--- src/tsrb_pkg.sv ---
package tsrb_pkg;

  // register word and address widths
  localparam int unsigned DATA_W = 16;
  localparam int unsigned ADDR_W = 8;

  // register offsets
  localparam logic [7:0] FREQ_HI_OFS   = 8'h40;
  localparam logic [7:0] FREQ_LO_OFS   = 8'h41;
  localparam logic [7:0] PWR_OFS       = 8'h42;
  localparam logic [7:0] TEMP_OFS      = 8'h43;
  localparam logic [7:0] PWR_MIN_OFS   = 8'h50;
  localparam logic [7:0] PWR_MAX_OFS   = 8'h51;
  localparam logic [7:0] LOW_HI_OFS    = 8'h52;
  localparam logic [7:0] LOW_LO_OFS    = 8'h53;
  localparam logic [7:0] HIGH_HI_OFS   = 8'h54;
  localparam logic [7:0] HIGH_LO_OFS   = 8'h55;
  localparam logic [7:0] MIN_SPC_OFS   = 8'h56;
  localparam logic [7:0] RSVD_FIRST    = 8'h57;
  localparam logic [7:0] RSVD_LAST     = 8'h7F;
  localparam logic [7:0] MAKER_FIRST   = 8'h80;

  // reset and fill values
  localparam logic [15:0] ZERO_WORD    = 16'h0000;
  localparam logic [15:0] NO_CHANNEL   = 16'h0000;

  // one high word (1000 GHz) equals this many low units (0.1 GHz)
  localparam logic [31:0] HI_SCALE     = 32'h0000_2710;

  // temperature alarm set point and window, 0.01 degC; plain defaults
  localparam logic signed [15:0] TEMP_SETPOINT = 16'sh09C4;
  localparam logic signed [15:0] TEMP_WINDOW   = 16'sh01F4;

  // frequency as a high/low register pair
  typedef struct packed {
    logic [15:0] hi;
    logic [15:0] lo;
  } tsrb_freq_t;

  // register port request from the management interface
  typedef struct packed {
    logic        rd;
    logic        wr;
    logic [7:0]  addr;
    logic [15:0] wdata;
  } tsrb_req_t;

  // fixed capabilities of the source
  typedef struct packed {
    tsrb_freq_t  lowest;
    tsrb_freq_t  highest;
    logic [15:0] min_spacing;
  } tsrb_caps_t;

  // tuning state that sets the frequency
  typedef struct packed {
    logic [15:0]        channel;
    logic signed [15:0] grid;
    tsrb_freq_t         first;
  } tsrb_tune_t;

endpackage : tsrb_pkg

--- src/tsrb_readback.sv ---
`timescale 1ns/10ps
// What this block does
// [RULE_01] frequency reads as 1000 GHz word and 0.1 GHz word
// [RULE_02] frequency pair always matches channel, grid and first channel; a result below zero reads as zero instead
// [RULE_03] output power reads signed, thousandths of a dBm
// [RULE_04] temperature reads as hundredths of a degree Celsius
// [RULE_05] temperature alarm compares held temperature with set point
// [RULE_06] power min and max appear once a channel is selected
// [RULE_07] lowest and highest frequency read as high/low pairs
// [RULE_08] minimum channel spacing reads in grid spacing format
// [RULE_09] addresses 0x57 to 0x7F reserved, read zero, no function
// [RULE_10] upper half of the map goes to maker-specific logic
// [RULE_11] spacing values are signed, units of 100 MHz
// [RULE_12] frequency is (channel minus one) times grid plus first
// [RULE_13] writes to these read-only registers change nothing
module tsrb_readback
(
  // clock and reset
  input  wire logic                   i_core_clk,
  input  wire logic                   i_sys_rst,
  // register port
  input  wire tsrb_pkg::tsrb_req_t    i_req,
  output logic [15:0]                 o_rdata,
  output logic                        o_rvalid,
  output logic                        o_wr_ignored,
  // tuning state and measurements
  input  wire tsrb_pkg::tsrb_tune_t   i_tune,
  input  wire logic [15:0]            i_power_meas,
  input  wire logic [15:0]            i_temp_meas,
  input  wire logic [15:0]            i_power_min,
  input  wire logic [15:0]            i_power_max,
  input  wire tsrb_pkg::tsrb_caps_t   i_caps,
  // maker-specific area
  output logic                        o_maker_rd,
  output logic                        o_maker_wr,
  output logic [7:0]                  o_maker_addr,
  output logic [15:0]                 o_maker_wdata,
  input  wire logic [15:0]            i_maker_rdata,
  // alarm
  output logic                        o_temp_alarm
);

  tsrb_pkg::tsrb_freq_t next_freq;
  tsrb_pkg::tsrb_freq_t freq;
  tsrb_pkg::tsrb_caps_t caps;
  logic [15:0]          power;
  logic [15:0]          temp;
  logic [15:0]          power_min;
  logic [15:0]          power_max;
  logic [15:0]          next_rdata;

  // address in the maker-specific half
  function automatic logic is_maker(input logic [7:0] a);
    is_maker = (a >= tsrb_pkg::MAKER_FIRST);
  endfunction : is_maker

  // address in the reserved gap
  function automatic logic is_rsvd(input logic [7:0] a);
    is_rsvd = (a >= tsrb_pkg::RSVD_FIRST) && (a <= tsrb_pkg::RSVD_LAST);
  endfunction : is_rsvd

  // set point from the tuning state
  tsrb_freq_calc u_freq_calc
  (
    .i_tune (i_tune),
    .o_freq (next_freq)
  );

  // alarm from the held temperature word
  tsrb_temp_alarm u_temp_alarm
  (
    .i_core_clk (i_core_clk),
    .i_sys_rst  (i_sys_rst),
    .i_temp     (temp),
    .o_alarm    (o_temp_alarm)  // RULE_05
  );

  // frequency pair follows the set point, also while in reset
  always_ff @(posedge i_core_clk)
  begin
    freq <= next_freq;  // RULE_01 RULE_02 RULE_11 RULE_12
  end

  // measured power, signed thousandths of a dBm
  always_ff @(posedge i_core_clk)
  begin
    if (i_sys_rst)
      power <= tsrb_pkg::ZERO_WORD;
    else
      power <= i_power_meas;  // RULE_03
  end

  // measured temperature, hundredths of a degree
  always_ff @(posedge i_core_clk)
  begin
    if (i_sys_rst)
      temp <= tsrb_pkg::ZERO_WORD;
    else
      temp <= i_temp_meas;  // RULE_04
  end

  // power range, loaded only with a channel selected
  always_ff @(posedge i_core_clk)
  begin
    if (i_sys_rst)
    begin
      power_min <= tsrb_pkg::ZERO_WORD;
      power_max <= tsrb_pkg::ZERO_WORD;
    end
    else if (i_tune.channel != tsrb_pkg::NO_CHANNEL)
    begin
      power_min <= i_power_min;  // RULE_06
      power_max <= i_power_max;  // RULE_06
    end
  end

  // capabilities held in the register file
  always_ff @(posedge i_core_clk)
  begin
    if (i_sys_rst)
      caps <= '0;
    else
      caps <= i_caps;  // RULE_07 RULE_08 RULE_11
  end

  // read select
  always_comb
  begin
    next_rdata = tsrb_pkg::ZERO_WORD;
    case (i_req.addr)
      tsrb_pkg::FREQ_HI_OFS:  next_rdata = freq.hi;             // RULE_01
      tsrb_pkg::FREQ_LO_OFS:  next_rdata = freq.lo;             // RULE_01
      tsrb_pkg::PWR_OFS:      next_rdata = power;               // RULE_03
      tsrb_pkg::TEMP_OFS:     next_rdata = temp;                // RULE_04
      tsrb_pkg::PWR_MIN_OFS:  next_rdata = power_min;           // RULE_06
      tsrb_pkg::PWR_MAX_OFS:  next_rdata = power_max;           // RULE_06
      tsrb_pkg::LOW_HI_OFS:   next_rdata = caps.lowest.hi;      // RULE_07
      tsrb_pkg::LOW_LO_OFS:   next_rdata = caps.lowest.lo;      // RULE_07
      tsrb_pkg::HIGH_HI_OFS:  next_rdata = caps.highest.hi;     // RULE_07
      tsrb_pkg::HIGH_LO_OFS:  next_rdata = caps.highest.lo;     // RULE_07
      tsrb_pkg::MIN_SPC_OFS:  next_rdata = caps.min_spacing;    // RULE_08
      default:
      begin
        if (is_maker(i_req.addr))
          next_rdata = i_maker_rdata;        // RULE_10
        else if (is_rsvd(i_req.addr))
          next_rdata = tsrb_pkg::ZERO_WORD;  // RULE_09
        else
          next_rdata = tsrb_pkg::ZERO_WORD;
      end
    endcase
  end

  // maker-area strobes pass straight through
  always_comb
  begin
    o_maker_rd    = i_req.rd && is_maker(i_req.addr);  // RULE_10
    o_maker_wr    = i_req.wr && is_maker(i_req.addr);  // RULE_10
    o_maker_addr  = i_req.addr;
    o_maker_wdata = i_req.wdata;
  end

  // registered read data and valid pulse
  always_ff @(posedge i_core_clk)
  begin
    if (i_sys_rst)
    begin
      o_rdata  <= tsrb_pkg::ZERO_WORD;
      o_rvalid <= 1'b0;
    end
    else
    begin
      o_rvalid <= i_req.rd;
      if (i_req.rd)
        o_rdata <= next_rdata;
    end
  end

  // writes below the maker area are dropped and flagged
  always_ff @(posedge i_core_clk)
  begin
    if (i_sys_rst)
      o_wr_ignored <= 1'b0;
    else
      o_wr_ignored <= i_req.wr && !is_maker(i_req.addr);  // RULE_13
  end

endmodule : tsrb_readback

--- src/tsrb_freq_calc.sv ---
`timescale 1ns/10ps
// combinational set point: (channel - 1) * grid + first channel frequency
module tsrb_freq_calc
(
  // tuning state
  input  wire tsrb_pkg::tsrb_tune_t i_tune,
  // set point as register pair
  output tsrb_pkg::tsrb_freq_t      o_freq
);

  logic signed [17:0] chan_m1;
  logic signed [33:0] step;
  logic signed [35:0] first;
  logic signed [35:0] total;
  logic        [31:0] total_u;

  // grid counts 100 MHz, which is the low-word unit
  always_comb
  begin
    chan_m1 = $signed({2'h0, i_tune.channel}) - 18'sh1;
    step    = 34'(chan_m1 * i_tune.grid);
    first   = $signed({4'h0, 32'(i_tune.first.hi * tsrb_pkg::HI_SCALE)})
            + $signed({20'h00000, i_tune.first.lo});
    total   = first + 36'(step);
    total_u = total[35] ? 32'h0000_0000 : total[31:0]; // clamp below zero
    o_freq.hi = 16'(total_u / tsrb_pkg::HI_SCALE);
    o_freq.lo = 16'(total_u % tsrb_pkg::HI_SCALE);
  end

endmodule : tsrb_freq_calc

--- src/tsrb_temp_alarm.sv ---
`timescale 1ns/10ps
// temperature alarm from the held temperature word
module tsrb_temp_alarm
(
  // clock and reset
  input  wire logic        i_core_clk,
  input  wire logic        i_sys_rst,
  // held temperature, 0.01 degC
  input  wire logic [15:0] i_temp,
  // alarm level
  output logic             o_alarm
);

  logic signed [16:0] diff;

  // distance from the set point
  always_comb
  begin
    diff = 17'($signed(i_temp)) - 17'(tsrb_pkg::TEMP_SETPOINT);
  end

  // alarm outside the window, registered
  always_ff @(posedge i_core_clk)
  begin
    if (i_sys_rst)
      o_alarm <= 1'b0;
    else
      o_alarm <= (diff > 17'(tsrb_pkg::TEMP_WINDOW))
              || (diff < -17'(tsrb_pkg::TEMP_WINDOW)); // RULE_05
  end

endmodule : tsrb_temp_alarm

--- config.mk ---
export PLATFORM = sky130hd
export DESIGN_NAME = tsrb_readback
export DESIGN_NICKNAME = d
export VERILOG_FILES = /design/src/tsrb_pkg.sv /design/src/tsrb_readback.sv /design/src/tsrb_freq_calc.sv /design/src/tsrb_temp_alarm.sv
export SDC_FILE = /design/constraint.sdc
export NUM_CORES = 2
export LEC_CHECK = 0
export ABC_AREA = 1
export BUFFER_PORTS_ARGS = -buffer_cell sky130_fd_sc_hd__buf_4
export CORE_AREA = 2 2 231 256
export DETAILED_ROUTE_END_ITERATION = 8
export DIE_AREA = 0 0 233 258
export GPL_TIMING_DRIVEN = 1
export PLACE_DENSITY = 0.74
export REMOVE_ABC_BUFFERS = 1
export SYNTH_ARGS = -nofsm -noshare
export SYNTH_HDL_FRONTEND = slang
export SYNTH_SLANG_ARGS = --single-unit
--- constraint.sdc ---
create_clock -name i_core_clk -period 25.5 [get_ports i_core_clk]
set_input_delay 2.55 -clock i_core_clk [delete_from_list [all_inputs] [get_ports i_core_clk]]
set_output_delay 2.55 -clock i_core_clk [all_outputs]
set_load 0.01 [all_outputs]
==> impl_metrics.csv <==
group,metric,value,unit
outcome,run_status,"completed",
route,post-route-drc-count,0,
cts,cts-root-buf,"clkbuf_16",
route,drtAntennaViolNets,0,
cts,clk_latency,0.46,ns
logic_synthesis,ys.flop_type,"dfxtp_1",
cts,tritoncts,"done",
setup_path,slowest_stage,"fa_1",
sta,fin_crit,24.15,ns
cts,numCtsBuffers,17,
die,core_area,0.0578,mm2
route,drt_iter0_drc,1674,
sta,fin_skew,0.0230,ns
global_route,grt_max_degree,80,
global_route,antenna_found_initial,2,
cts,clk_pin_slew,0.08,ns
die,initial_core_util,54.2,%
sta,setup_viol,0,
die,fp.dieW,233,um
sta,post-route-period-util,94.7,%
route,detail_route.wl_per_cell,15.7,um
logic_synthesis,synth_area,0.0314,mm2
setup_path,critPathLaunchType,"input pin",
cells_and_area,final_core_util,61.5,%
cts,cts_hold_buf,0,
placement,place_inst,5458,
logic_synthesis,avgSynthCellArea,6.96,um2
setup_path,endpoint_kind,"flip-flop",
global_route,grtUsageTotal,28.8,%
setup_path,worstPathRequired,25.85,ns
cells_and_area,fillers,5333,
cells_and_area,nNetsFinal,5537,
route,avgViaCountPerCell,5.24,
sta,final_hold_viol_count,0,
logic_synthesis,yosysSeqAreaShare,12.4,%
setup_path,crit_fanout,15,
sta,hold_slack,0.454,ns
worst_hold_path,hp-class,"flip-flop to flip-flop",
route,wl,86.9,mm
logic_synthesis,synth_cell_types,68,
cts,numClockSinks,195,
job,drv_cap,0,
global_route,grt_pass1_vias,28400,
die,num_rows,93,
route,dr.pass1.iters,7,
logic_synthesis,synth_cells,4506,
setup_path,path_class,"input pin to flip-flop",
sta,fmax,0.0414,GHz
global_route,grt_pass1_wl,140,mm
placement,dp_hpwl,71.4,mm
logic_synthesis,synth_edf_count,0,
setup_path,slowest_delay,0.55,ns
logic_synthesis,ys_ff_latch,195,
die,die_area,0.0601,mm2
cells_and_area,antennaDiodeCount,0,
setup_path,path_common_cell,"nand2_1",
cells_and_area,final_cell_mix,"941 x inv_1, 914 x nand2_1, 457 x nor2_1",
setup_path,cp.arrival,24.50,ns
cells_and_area,instances_no_fill,5545,
cells_and_area,drive_gt1_share,18.7,%
placement,port_buffers,264,
sta,slew_headroom,25.7,%
cells_and_area,layout_commonest_cell,"inv_1",
logic_synthesis,synth-async-reset-ratio,0,%
die,die_h,258,um
die,num_io_pins,297,
global_route,grt_overflow_total,0,
placement,gp_congestion,0.971,
sta,tightest_slew,1.11,ns
cts,clockBufferDepth,2,
logic_synthesis,ys_warn_count,0,
cells_and_area,area_delta_synth_final,13.4,%
route,vias,29000,
sta,drv_slew,0,
cts,htreeDepth,4,
-- metrics by stage --
step	TNS [ns]	setup WS, ns	area, um2
after floorplan	0	0.148	30700
after global placement	0	0.283	33900
after detailed placement	-2.58	-0.281	33900
after CTS	0	0.151	34500
after global routing	-1.74	-0.204	35600
final	0	1.35	35600
-- state kept, by name, summed over array words and instances (netlist names), 16 cells and up --
register   cells
caps          80
freq          32
o_rdata       16
power         16
power_max     16
power_min     16
temp          16
-- critical path: cells and delay by family --
kind	cells	cell delay (ns)
AO/OA/AOI/OAI	14	2.53
adder cells (fa/ha/maj)	9	3.80
buffers and inverters	26	2.86
AND/OR/NAND/NOR	107	12.08
XOR/XNOR	3	0.58
-- synth_stat cells, types with 24 or more instances --
library cell | n | share of area, %
inv_1 | 947 | 11
nand2_1 | 932 | 11
nor2_1 | 478 | 5.7
fa_1 | 313 | 20
nand3_1 | 253 | 4.0
ha_1 | 200 | 8.0
dfxtp_1 | 195 | 12
nand2_2 | 172 | 3.4
a21oi_1 | 153 | 2.4
o21ai_0 | 117 | 1.9
xor2_1 | 98 | 2.7
nand2_4 | 62 | 2.2
clkbuf_1 | 59 | 0.71
xnor2_1 | 50 | 1.4
nand4_1 | 43 | 0.86
nor2_2 | 34 | 0.68
inv_2 | 30 | 0.36
a221oi_1 | 28 | 0.78
nand3_2 | 28 | 0.89
nor2_4 | 27 | 0.97
buf_4 | 24 | 0.57
-- cells by family (layout without fill, tap and decap cells) --
| kind of cell | count (synthesis) | after routing | synth area share [%] |
|---|---|---|---|
| AOI/OAI and AO/OA | 428 | 428 | 8.55 |
| DFF | 195 | 195 | 12.4 |
| xor gates and xnor gates | 148 | 148 | 4.13 |
| buffers and inverters | 1109 | 1377 | 14.4 |
| adders and majority gates | 513 | 513 | 28.0 |
| other | 1 | 2 | 0.0120 |
| and+or+nand+nor | 2112 | 2122 | 32.5 |
-- area by class of cell --
cell class	instances	area, um2	share of cell area, %
Clock inverter	14	214	0.602
Timing Repair Buffer	340	2590	7.27
Multi-Input combinational cell	3213	23600	66.5
Clock buffer	18	429	1.21
Tap cell	760	951	2.67
Inverter	1005	3840	10.8
Sequential cell	195	3900	11.0
-- path summary, 6_finish.rpt --
check | startpoint | to | slack, ns | cells past startpoint
max | i_tune[48] | freq[10] | 1.35 | 159
min reg2reg | power_max[9] | power_max[9] | 0.45 | 2
min | power_max[9] | power_max[9] | 0.45 | 2
max reg2reg | temp[2] | u_temp_alarm.o_alarm | 23.39 | 13
-- routing by layer --
metal	routed length, um	global-route usage, %
met5	26	0
met4	3800	11.5
met3	6350	4.66
met2	41400	49.7
met1	35300	35.9
-- what timing repair did --
action / in CTS / in global routing
resized for setup: 0 / 140
setup endpoints to repair: 0 / 13
buffers inserted: 0 / 44
Power is not shown: default switching activity piles up to over one toggle a cycle in this logic, so the estimate is an artifact.
